**config.mk**
```make
export PLATFORM = sky130hd
export DESIGN_NAME = frontend_program_word
export DESIGN_NICKNAME = d
export VERILOG_FILES = /design/src/inc/fe_prog_pkg.sv /design/src/design/frontend_program_word.sv
export VERILOG_INCLUDE_DIRS = /design/src /design/src/inc
export SDC_FILE = /design/constraint.sdc
export NUM_CORES = 1
export LEC_CHECK = 0
export ABC_AREA = 1
export BUFFER_PORTS_ARGS = -buffer_cell sky130_fd_sc_hd__buf_2
export CAP_MARGIN = 20
export CORE_MARGIN = 3
export CORE_UTILIZATION = 45
export DETAILED_ROUTE_END_ITERATION = 10
export GPL_TIMING_DRIVEN = 0
export PLACE_DENSITY_LB_ADDON = 0.12
export SLEW_MARGIN = 0
export SYNTH_ARGS = -nofsm -noshare
export SYNTH_HDL_FRONTEND = slang
export SYNTH_SLANG_ARGS = --single-unit
```
**constraint.sdc**
```tcl
create_clock -name clk -period 1.2 [get_ports clk]
set_clock_uncertainty 0.2 [all_clocks]
set_input_delay 0.24 -clock clk [delete_from_list [all_inputs] [get_ports clk]]
set_output_delay 0.24 -clock clk [all_outputs]
set_load 0.05 [all_outputs]
```
**src/inc/fe_prog_consts.svh**
```systemverilog
`ifndef FE_PROG_CONSTS_SVH
`define FE_PROG_CONSTS_SVH

// ==========================================================
// Programming word layout.
`define WORD_BITS 47
`define CH_COUNT 8
`define CH_FIELD_BITS 5
`define PHASE_BITS 4
`define IMP_LSB 40
`define IMP_MSB 41
`define IMP_OPEN_BIT 42
`define GAIN_BIT 43
`define FC_LSB 44
`define FC_MSB 45
`define SPARE_BIT 46

// ==========================================================
// Divider and reset values.
`define DIV_STEPS 16
`define PHASE_ZERO 4'h0
`define WORD_RESET 47'h0000_0000_0000

`endif

```
**src/inc/fe_prog_pkg.sv**
```systemverilog
package fe_prog_pkg;

    // Input impedance choice after decoding gain and impedance bits.
    typedef enum logic [2:0] {
        IMP_50 = 3'h0,
        IMP_100 = 3'h1,
        IMP_200 = 3'h2,
        IMP_400 = 3'h3,
        IMP_1000 = 3'h4,
        IMP_2000 = 3'h5,
        IMP_OPEN = 3'h6
    } impedance_t;

    // Anti-alias filter corner.
    typedef enum logic [1:0] {
        FC_9MHZ = 2'h0,
        FC_10MHZ = 2'h1,
        FC_15MHZ = 2'h2,
        FC_18MHZ = 2'h3
    } corner_t;

endpackage : fe_prog_pkg

```
**src/design/frontend_program_word.sv**
```systemverilog
`timescale 1ns/1ps
`default_nettype none
`include "fe_prog_consts.svh"

// How it works
// - Nothing is valid until the first chip-select rising edge copies the 47-bit shift register into the live word.
// - Bits 0-39 channels, 40-42 impedance, 43 gain, 44-45 corner, 46 ignored.
// - High gain: codes select 50/100/200/1000 ohm; bit 42 opens feedback.
// - Low gain: codes select 100/200/400/2000 ohm.
// - Gain bit 0 gives low gain, 1 gives high gain.
// - Corner bits select 9, 10, 15 or 18 MHz independently.
// - Each channel mixer has sixteen phases from a four-bit field.
// - Lowest bit of each channel field shuts that mixer off when 1.
// - Power-down line turns all channels off regardless of shutdown bits.
// - Chip-select rising edge moves channel fields into the phase dividers.
// - Load presets divider counters; phasing acts from next mixer clock.
// - Phase weights: bit+4 22.5, bit+3 45, bit+2 90, bit+1 180 degrees.
// - Serial output forwards shifted data for daisy chaining.
// - All channel phases come from dividing one shared mixer clock.
// - Data is sampled on each rising serial clock edge while chip-select is low.
// - Standby-select high enables VGA path; low enables the mixers.
module frontend_program_word #(
    parameter int CHANNELS = `CH_COUNT
) (
    // System.
    input wire logic clk,
    input wire logic srst,
    // Serial programming pins.
    input wire logic ser_clk,
    input wire logic ser_data_in,
    input wire logic chip_select_n,
    output logic ser_data_out,
    // Mixer reference and mode pins.
    input wire logic mixer_reference_clock,
    input wire logic power_down_line,
    input wire logic standby_select,
    // Decoded configuration.
    output logic configured,
    output fe_prog_pkg::impedance_t input_impedance_select,
    output logic lna_gain_select,
    output fe_prog_pkg::corner_t filter_corner_select,
    output logic vga_enable,
    // Per-channel mixer state.
    output logic [CHANNELS-1:0] mixer_enable,
    output logic [CHANNELS*`PHASE_BITS-1:0] lo_phase
);

    // ==========================================================
    // Pin synchronisers.
    logic [2:0] sck_sync_r;
    logic [2:0] mck_sync_r;
    logic [2:0] cs_sync_r;
    logic [1:0] din_sync_r;
    logic [1:0] pd_sync_r;
    logic [1:0] sb_sync_r;

    // Chip-select idles high, so its stages reset high and reset makes no false load edge.
    always_ff @(posedge clk) begin
        if (srst) begin
            sck_sync_r <= 3'h0;
            mck_sync_r <= 3'h0;
            cs_sync_r <= 3'h7;
            din_sync_r <= 2'h0;
            pd_sync_r <= 2'h0;
            sb_sync_r <= 2'h0;
        end else begin
            sck_sync_r <= {sck_sync_r[1:0], ser_clk};
            mck_sync_r <= {mck_sync_r[1:0], mixer_reference_clock};
            cs_sync_r <= {cs_sync_r[1:0], chip_select_n};
            din_sync_r <= {din_sync_r[0], ser_data_in};
            pd_sync_r <= {pd_sync_r[0], power_down_line};
            sb_sync_r <= {sb_sync_r[0], standby_select};
        end
    end

    // Edges use the second and third stages only.
    wire sck_rise = sck_sync_r[1] & ~sck_sync_r[2];
    wire mck_rise = mck_sync_r[1] & ~mck_sync_r[2];
    wire cs_rise = cs_sync_r[1] & ~cs_sync_r[2];
    wire cs_low = ~cs_sync_r[1];
    wire din_s = din_sync_r[1];
    wire pd_s = pd_sync_r[1];
    wire sb_s = sb_sync_r[1];

    // ==========================================================
    // Shift register and active word.
    logic [`WORD_BITS-1:0] shift_r;
    logic [`WORD_BITS-1:0] shift_nxt;
    logic [`WORD_BITS-1:0] active_r;
    logic loaded_r;
    logic dout_r;

    // LSB enters first and travels toward bit 0, so the last bit lands at the top.
    assign shift_nxt = {din_s, shift_r[`WORD_BITS-1:1]};
    wire shift_en = sck_rise & cs_low;

    // The chained output is the bit leaving the bottom, 47 shifts behind the input.
    always_ff @(posedge clk) begin
        if (srst) begin
            shift_r <= `WORD_RESET;
            dout_r <= 1'b0;
        end else if (shift_en) begin
            shift_r <= shift_nxt;
            dout_r <= shift_r[0];
        end
    end

    // The live word moves only on the load edge, never while bits shift in.
    always_ff @(posedge clk) begin
        if (srst) begin
            active_r <= `WORD_RESET;
            loaded_r <= 1'b0;
        end else if (cs_rise) begin
            active_r <= shift_r;
            loaded_r <= 1'b1;
        end
    end

    // ==========================================================
    // Shared analog configuration decode.
    wire [1:0] imp_code = active_r[`IMP_MSB:`IMP_LSB];
    wire imp_open = active_r[`IMP_OPEN_BIT];
    wire gain_hi = active_r[`GAIN_BIT];
    wire [1:0] fc_code = active_r[`FC_MSB:`FC_LSB];
    fe_prog_pkg::impedance_t imp_dec;

    // Bit 42 opens the feedback only at high gain; at low gain it is ignored.
    // The spare bit at the top of the word is never decoded.
    always_comb begin
        if (gain_hi && imp_open) begin
            imp_dec = fe_prog_pkg::IMP_OPEN;
        end else if (gain_hi) begin
            unique case (imp_code)
                2'h0: imp_dec = fe_prog_pkg::IMP_50;
                2'h1: imp_dec = fe_prog_pkg::IMP_100;
                2'h2: imp_dec = fe_prog_pkg::IMP_200;
                2'h3: imp_dec = fe_prog_pkg::IMP_1000;
            endcase
        end else begin
            unique case (imp_code)
                2'h0: imp_dec = fe_prog_pkg::IMP_100;
                2'h1: imp_dec = fe_prog_pkg::IMP_200;
                2'h2: imp_dec = fe_prog_pkg::IMP_400;
                2'h3: imp_dec = fe_prog_pkg::IMP_2000;
            endcase
        end
    end

    // ==========================================================
    // Mode gates shared by the imaging path and the mixers.
    // Power-down beats both modes; standby-select picks one of the two.
    wire mode_live = loaded_r & ~pd_s;
    wire vga_gate = mode_live & sb_s;
    wire mix_gate = mode_live & ~sb_s;

    // ==========================================================
    // Registered outputs.
    always_ff @(posedge clk) begin
        if (srst) begin
            configured <= 1'b0;
            input_impedance_select <= fe_prog_pkg::IMP_100;
            lna_gain_select <= 1'b0;
            filter_corner_select <= fe_prog_pkg::FC_9MHZ;
            vga_enable <= 1'b0;
            ser_data_out <= 1'b0;
        end else begin
            configured <= loaded_r;
            input_impedance_select <= imp_dec;
            lna_gain_select <= gain_hi;
            filter_corner_select <= fe_prog_pkg::corner_t'(fc_code);
            vga_enable <= vga_gate;
            ser_data_out <= dout_r;
        end
    end

    // ==========================================================
    // Per-channel phase dividers on the shared mixer clock.
    genvar ch;
    generate
        for (ch = 0; ch < CHANNELS; ch++) begin : g_ch
            localparam int BASE = ch * `CH_FIELD_BITS;
            logic [`PHASE_BITS-1:0] phase_r;
            logic [`PHASE_BITS-1:0] field_phase;
            logic off_bit;
            logic mix_nxt;

            // Field bit+4 weighs 22.5 degrees, so the field is bit-reversed.
            assign field_phase = {shift_r[BASE+1], shift_r[BASE+2],
                                  shift_r[BASE+3], shift_r[BASE+4]};
            assign off_bit = active_r[BASE];
            assign mix_nxt = mix_gate & ~off_bit;

            // A load and a mixer edge in one cycle cannot both act: the load wins,
            // so the preset is exact; the controller keeps the clock still to avoid it.
            always_ff @(posedge clk) begin
                if (srst) begin
                    phase_r <= `PHASE_ZERO;
                end else if (cs_rise) begin
                    phase_r <= field_phase;
                end else if (mck_rise) begin
                    phase_r <= phase_r + 4'h1;
                end
            end

            always_ff @(posedge clk) begin
                if (srst) begin
                    mixer_enable[ch] <= 1'b0;
                    lo_phase[ch*`PHASE_BITS +: `PHASE_BITS] <= `PHASE_ZERO;
                end else begin
                    mixer_enable[ch] <= mix_nxt;
                    lo_phase[ch*`PHASE_BITS +: `PHASE_BITS] <= phase_r;
                end
            end
        end
    endgenerate

endmodule : frontend_program_word
`default_nettype wire

```
==> flow_summary.ini, run 1 <==
[critical_path]
critPathMaxFanout = 10
path_cells = buf_8 > inv_8 > nand2_8 > clkbuf_4 > nand2_1 > a21oi_1
worstSetupPathType = flop to flop
required_ns = 1.34
reg2reg_to = shift_r[33]$_SDFFE_PP0P_
cp-start-kind = flop
r2r_setup_slack_ns = -0.20
end_kind = flop
rr_startpoint = cs_sync_r[1]$_SDFF_PP1_
crit_slowest_cell = dfxtp_2
cpPeakStageDelay_ns = 0.33
cp-endpoint = shift_r[33]$_SDFFE_PP0P_
crit_start = cs_sync_r[1]$_SDFF_PP1_
arrival_ns = 1.54
reg2regPathDepth = 6

[global_route]
grt.busiest_layer = met2
grt_max_degree = 17
first_global_vias = 5230
track_usage = 0.236
grt_overflow_total = 0
grt_pass1_wl_mm = 26.8
antenna_found_initial = 0
grt_use_met2 = 0.373
grtUsageMet1 = 0.308
grt_util_met3 = 0.0543

[status]
outcome = finished, violations left
violations = negative hold slack, negative setup slack

[die]
io_pins = 57
core_um2 = 12800
dieArea_um2 = 14800
start_util = 0.469
die_h_um = 122
rows = 41
die_x_um = 122

[pwr]
p_int_mw = 9.15
powerDensity_nw_per_um2 = 1350
vdd_drop_max_v = 0.000700
p_sw_mw = 2.74
power.share.sequential = 0.460
comb_power_share = 0.071
swShare = 0.230
clkPwrFrac = 0.469
p_leak_nw = 3.66

[yosys]
async_flop_share = 0
syn-num-nets = 751
ys_warn_count = 0
synth_cell_types = 29
syn_inst = 731
ys_ff_latch = 159
synth_ff_type = dfxtp_1
synth-edff-count = 0
ys_seq_area_frac = 0.529
syn-cell-area_um2 = 6010
yosysTopAreaCell = dfxtp_1
synth.avg_cell_area_um2 = 8.23
synth.area.top_cells = dfxtp_1 53%, nand2_1 12%, nor2_1 4.4%
synth_top_area_frac = 0.529

[layout]
multiInputGateArea_um2 = 2770
post_route_cells_drive_above_1_share = 0.438
final_area_um2 = 8780
syn2layout_area_growth_pct = 45.9
n_antenna_cell = 0
nets = 865
nFillCells = 963
regArea_um2 = 3260

[route]
drt-pass1-iter-count = 5
initialDrtViolationCount = 346
drc = 0
detail-route-antenna-nets = 0
wirelength_mm = 16.9
wire_per_inst_um = 16.5
num_vias = 5229
vias_per_cell = 5.08

[sta]
slew_headroom = 0.569
max_freq_mhz = 714
worst_hold_slack_ns = -0.131
tightest_slew_ns = 0.646
setup_viol_count_final = 144
period_needed_ns = 1.40
rsz0062_at_grt = yes
fin_crit_sh = 1.17
hold_viol = 8
worst_slack_ns = -0.200
finalMaxSlewViolations = 0

[cts]
tritoncts = yes
clkSinkCount = 159
clk_path_buf_depth = 2
cts_root_buf = clkbuf_16
htreeDepth = 4
path_clk_slew_ns = 0.06
cts_hold_buffers = 6
clock_latency_ns = 0.43
cts_buffers = 17

[hold_path]
hold_start = srst
hold-path-cell-count = 2
hp-class = primary input to flop

[placed_design]
port_buffers = 55
post-place-ws_ns = -0.288
gp_congestion = 0.875
placed_cell_area_um2 = 6530
dpl.hpwl_mm = 10.1

[run]
drv_cap = 0
how the worst min path moves through the flow:
stage,endpoint,slack (ns)
after detailed placement,sck_sync_r[1]$_SDFF_PP0_,0.20
after floorplan,cs_sync_r[0]$_SDFF_PP1_,0.14
after CTS,configured$_SDFF_PP0_,-0.13
after global routing,configured$_SDFF_PP0_,-0.14
after global placement,pd_sync_r[1]$_SDFF_PP0_,0.19
final,configured$_SDFF_PP0_,-0.13
layout by cell type (no fill, tap or decap), types with 2 or more instances in the layout:
master         netlist  final
inv_4                1      4
nor2_2               1      7
nor2_4               2      7
o21ai_2              0     16
dfxtp_2              0     58
buf_4                5     14
dfxtp_1            159    100
clkbuf_8             0      3
ha_1                12     11
inv_8                0      2
inv_1               54     53
inv_2                7      3
nand2_2             22     45
nand2_4              2      6
nand3_1             43     31
dlygate4sd3_1        0      6
buf_12               0      7
clkinv_2             2      3
nand2_8              0      4
clkbuf_4             0      2
buf_2               23     21
nand2_1            190    160
a21oi_2             20     39
buf_8                2     41
buf_6                7     30
or2_2                2      2
o21ai_1              1      6
bufbuf_16            0      2
buf_16               0      4
nand4_1             17     17
clkbuf_16            0     20
bufinv_16            0      3
nor2_1              71     61
o21ai_4              0      2
clkinvlp_4           0      4
clkbuf_1             2      3
nand3_2              9     20
a21oi_1             50     31
final cells by class:
type                    instances  share of cell area
repair inverters                1            0.000713
flip-flops and latches        159               0.371
inverters                      64              0.0325
repair buffers                 93               0.140
plain buffers                  38              0.0458
clock inverters                10              0.0154
well taps                     172              0.0245
clock buffers                  22              0.0540
multi-input cells             471               0.315
stage by stage:
stage	setup TNS [ns]	cells	total power, mW	util
CTS	-18.67	1029	11.9	0.667
detailed placement	-23.00	958	6.10	0.509
finish	-19.06	1030	11.9	0.684
floorplan	-1.85	731	5.93	-
global placement	-20.90	958	6.09	0.509
global route	-24.88	1030	12.2	0.684
registers in the layout, indices dropped and copies added (netlist names):
| name | count |
|---|---|
| shift_r | 47 |
| g_ch.phase_r | 32 |
| lo_phase | 32 |
| active_r | 14 |
| mixer_enable | 8 |
| cs_sync_r | 3 |
| input_impedance_select | 3 |
| mck_sync_r | 3 |
| sck_sync_r | 3 |
| din_sync_r | 2 |
| filter_corner_select | 2 |
| pd_sync_r | 2 |
| sb_sync_r | 2 |
| configured | 1 |
| dout_r | 1 |
| lna_gain_select | 1 |
| loaded_r | 1 |
| ser_data_out | 1 |
| vga_enable | 1 |
cells by family (layout without fill, tap and decap cells):
family / after synthesis / in the layout / share of synthesized area
compound gates: 96 / 96 / 0.0932
fa+ha+maj: 12 / 12 / 0.0250
buf+inv: 103 / 228 / 0.0855
flops: 159 / 159 / 0.529
simple gates: 361 / 363 / 0.267
timing repair:
item                                    CTS  global route
resized for setup                       312            69
hold endpoints to repair                 16             7
cloned                                   12             1
setup buffers                            21             3
endpoints found under the setup margin  153           154
pin swaps                                36            13
per-layer routing:
layer | part of all wire | vias up | routed length [µm]
met5 | 0 | - | 0
met4 | 0.029 | 0 | 487
met3 | 0.055 | 40 | 938
met2 | 0.48 | 165 | 8100
met1 | 0.44 | 2461 | 7420
li1 | - | 2563 | -
cells in the mapped netlist (2+ instances only):
master	number
nand2_1	190
dfxtp_1	159
buf_2	23
nor2_1	71
clkinv_2	2
ha_1	12
nand4_1	17
buf_8	2
nand2_4	2
buf_6	7
nand2_2	22
clkbuf_1	2
nand3_1	43
or2_2	2
a21oi_2	20
nand3_2	9
inv_2	7
buf_4	5
nor2_4	2
inv_1	54
o21ai_0	23
a21oi_1	50
worst max-delay path, delay by kind of cell, from the launching register on:
| family | cells | cell delay (ns) |
|---|---|---|
| buf+inv | 3 | 0.39 |
| flops | 1 | 0.33 |
| compound gates | 1 | 0.19 |
| simple gates | 2 | 0.18 |
power groups by stage:
| stage | combinational [mW] | clock, mW | sequential (mW) |
|---|---|---|---|
| after global routing | 0.899 | 5.87 | 5.47 |
| after global placement | 0.539 | 0 | 5.55 |
| after detailed placement | 0.544 | 0 | 5.55 |
| after floorplan | 0.296 | 0 | 5.64 |
| final | 0.846 | 5.57 | 5.47 |
| after CTS | 0.802 | 5.61 | 5.45 |
Power figures use the tool's default switching activity.
==> inputs of run 2 (changes only) <==
--- a/config.mk
+++ b/config.mk
@@ -14,6 +14,7 @@
 export DETAILED_ROUTE_END_ITERATION = 10
 export GPL_TIMING_DRIVEN = 0
 export PLACE_DENSITY_LB_ADDON = 0.12
+export SKIP_CTS_REPAIR_TIMING = 1
 export SLEW_MARGIN = 0
 export SYNTH_ARGS = -nofsm -noshare
 export SYNTH_HDL_FRONTEND = slang
==> constraint.sdc (replaced) <==
create_clock -name clk -period 1.2 [get_ports clk]
set_clock_uncertainty 0.2 [all_clocks]
set_input_delay 0.12 -clock clk [delete_from_list [all_inputs] [get_ports clk]]
set_output_delay 0.12 -clock clk [all_outputs]
set_load 0.05 [all_outputs]
==> flow_summary.ini, run 2 (synthesis gave the netlist of run 1 again) <==
[die]
start_util = 0.469
die_h_um = 122
die_x_um = 122
dieArea_um2 = 14800
core_um2 = 12800
io_pins = 57
rows = 41

[critical_path]
reg2regPathDepth = 7
cpPeakStageDelay_ns = 0.33
end_kind = flop
reg2reg_to = g_ch[5].phase_r[0]$_SDFFE_PP0P_
cp_common_cell = buf_8
path_buf_inv = 3
arrival_ns = 1.52
cp-start-kind = flop
crit_slowest_cell = dfxtp_2
critPathMaxFanout = 10
rr_startpoint = cs_sync_r[1]$_SDFF_PP1_
crit_family = buffers and inverters
required_ns = 1.32
path_cells = buf_8 > nand2_8 > inv_8 > buf_8 > nand2_1 > a21oi_1 > nor2_1
worstSetupPathType = flop to flop
r2r_setup_slack_ns = -0.20

[status]
outcome = finished, violations left
violations = negative hold slack, negative setup slack

[sta]
period_needed_ns = 1.40
worst_slack_ns = -0.203
hold_viol = 17
slew_headroom = 0.533
tightest_slew_ns = 0.700
rsz0062_at_grt = yes
finalMaxSlewViolations = 0
max_freq_mhz = 713
fin_crit_sh = 1.17
worst_hold_slack_ns = -0.257
setup_viol_count_final = 144

[global_route]
track_usage = 0.208
grt_overflow_total = 0
grt_pass1_wl_mm = 23.6
grt_max_degree = 17
antenna_found_initial = 0
first_global_vias = 4644

[hold_path]
hold_end = configured$_SDFF_PP0_
hp-class = primary input to flop
hold-path-cell-count = 2
hold_start = srst

[layout]
fin_util = 0.656
mostFrequentLayoutCells = 184 x nand2_1, 105 x dfxtp_1, 67 x nor2_1, 53 x inv_1, 53 x dfxtp_2
final_common_cell = nand2_1
multiInputGateArea_um2 = 2590
regArea_um2 = 3250
top_regs = shift_r x47, g_ch.phase_r x32, lo_phase x32
n_antenna_cell = 0
top_register = shift_r
nets = 854
nFillCells = 1023
post_route_cells_drive_above_1_share = 0.373
largest_reg_flops = 47
final_area_um2 = 8420
syn2layout_area_growth_pct = 39.9

[pwr]
powerDensity_nw_per_um2 = 1400
p_leak_nw = 3.47
vdd_drop_max_v = 0.000674

[route]
detail-route-antenna-nets = 0
num_vias = 5110
initialDrtViolationCount = 421
vias_per_cell = 5.01
drc = 0
wirelength_mm = 15.8
wire_per_inst_um = 15.5
drt-pass1-iter-count = 5

[cts]
htreeDepth = 4
path_clk_slew_ns = 0.06
cts_root_buf = clkbuf_16
clock_latency_ns = 0.42
tritoncts = yes
cts_buffers = 17
clkSinkCount = 159
clk_path_buf_depth = 2

[placed_design]
gp_congestion = 0.875
placed_cell_area_um2 = 6530
port_buffers = 55
dpl.hpwl_mm = 10.1

[run]
drv_cap = 0
run 2: cell count changes in the layout (fill, tap and decap cells not counted), sizes merged:
cell,change
buf,-10
bufbuf,-2
clkinv,-2
clkbuf,+1
dlygate4sd3,+1
inv,+1
run 2: worst reg2reg max path: cells and delay by family (launching register included):
| kind | cells | cell delay, ns |
|---|---|---|
| compound gates | 1 | 0.14 |
| simple gates | 3 | 0.24 |
| buf+inv | 3 | 0.38 |
| flops | 1 | 0.33 |
run 2: per-stage QoR:
stage / setup TNS (ns) / total power, mW / cells / worst slack [ns]
finish: -11.74 / 11.8 / 1019 / -0.203
global route: -17.89 / 12.1 / 1019 / -0.241
CTS: -24.27 / 11.6 / 990 / -0.302
detailed placement: -17.10 / 6.10 / 958 / -0.282
global placement: -15.20 / 6.09 / 958 / -0.287
floorplan: -1.85 / 5.93 / 731 / -0.0693
run 2: per-layer routing:
layer  up-vias  global-route usage  part of all wire  wire length (µm)
li1       2543                   -                 -                 -
met1      2402               0.297              0.47              7440
met2       145               0.310              0.46              7320
met3        20              0.0413             0.044               691
met4         0              0.0819             0.019               302
met5         -                   0                 0                 0
run 2: area by class of cell:
type	instances	share of cell area
inverters	64	0.0324
clock inverters	10	0.0161
repair buffers	82	0.123
well taps	172	0.0256
clock buffers	22	0.0563
plain buffers	39	0.0525
multi-input cells	471	0.308
flip-flops and latches	159	0.387
run 2: worst max-delay path by stage:
stage | from | end | slack [ns] | depth (start not counted)
after CTS | mck_sync_r[1]$_SDFF_PP0_ | g_ch[4].phase_r[3]$_SDFFE_PP0P_ | -0.30 | 8
after global routing | mck_sync_r[1]$_SDFF_PP0_ | g_ch[3].phase_r[3]$_SDFFE_PP0P_ | -0.24 | 8
after detailed placement | cs_sync_r[1]$_SDFF_PP1_ | g_ch[6].phase_r[2]$_SDFFE_PP0P_ | -0.28 | 5
after floorplan | cs_sync_r[1]$_SDFF_PP1_ | shift_r[11]$_SDFFE_PP0P_ | -0.07 | 8
final | cs_sync_r[1]$_SDFF_PP1_ | g_ch[5].phase_r[0]$_SDFFE_PP0P_ | -0.20 | 7
after global placement | cs_sync_r[1]$_SDFF_PP1_ | g_ch[6].phase_r[2]$_SDFFE_PP0P_ | -0.29 | 5
run 2: power by group:
group / switching [mW] / leakage [nW] / internal (mW)
registers: 0.0788 / 1.31 / 5.38
clock network: 2.14 / 0.288 / 3.43
logic: 0.465 / 1.87 / 0.296
total: 2.68 / 3.47 / 9.10
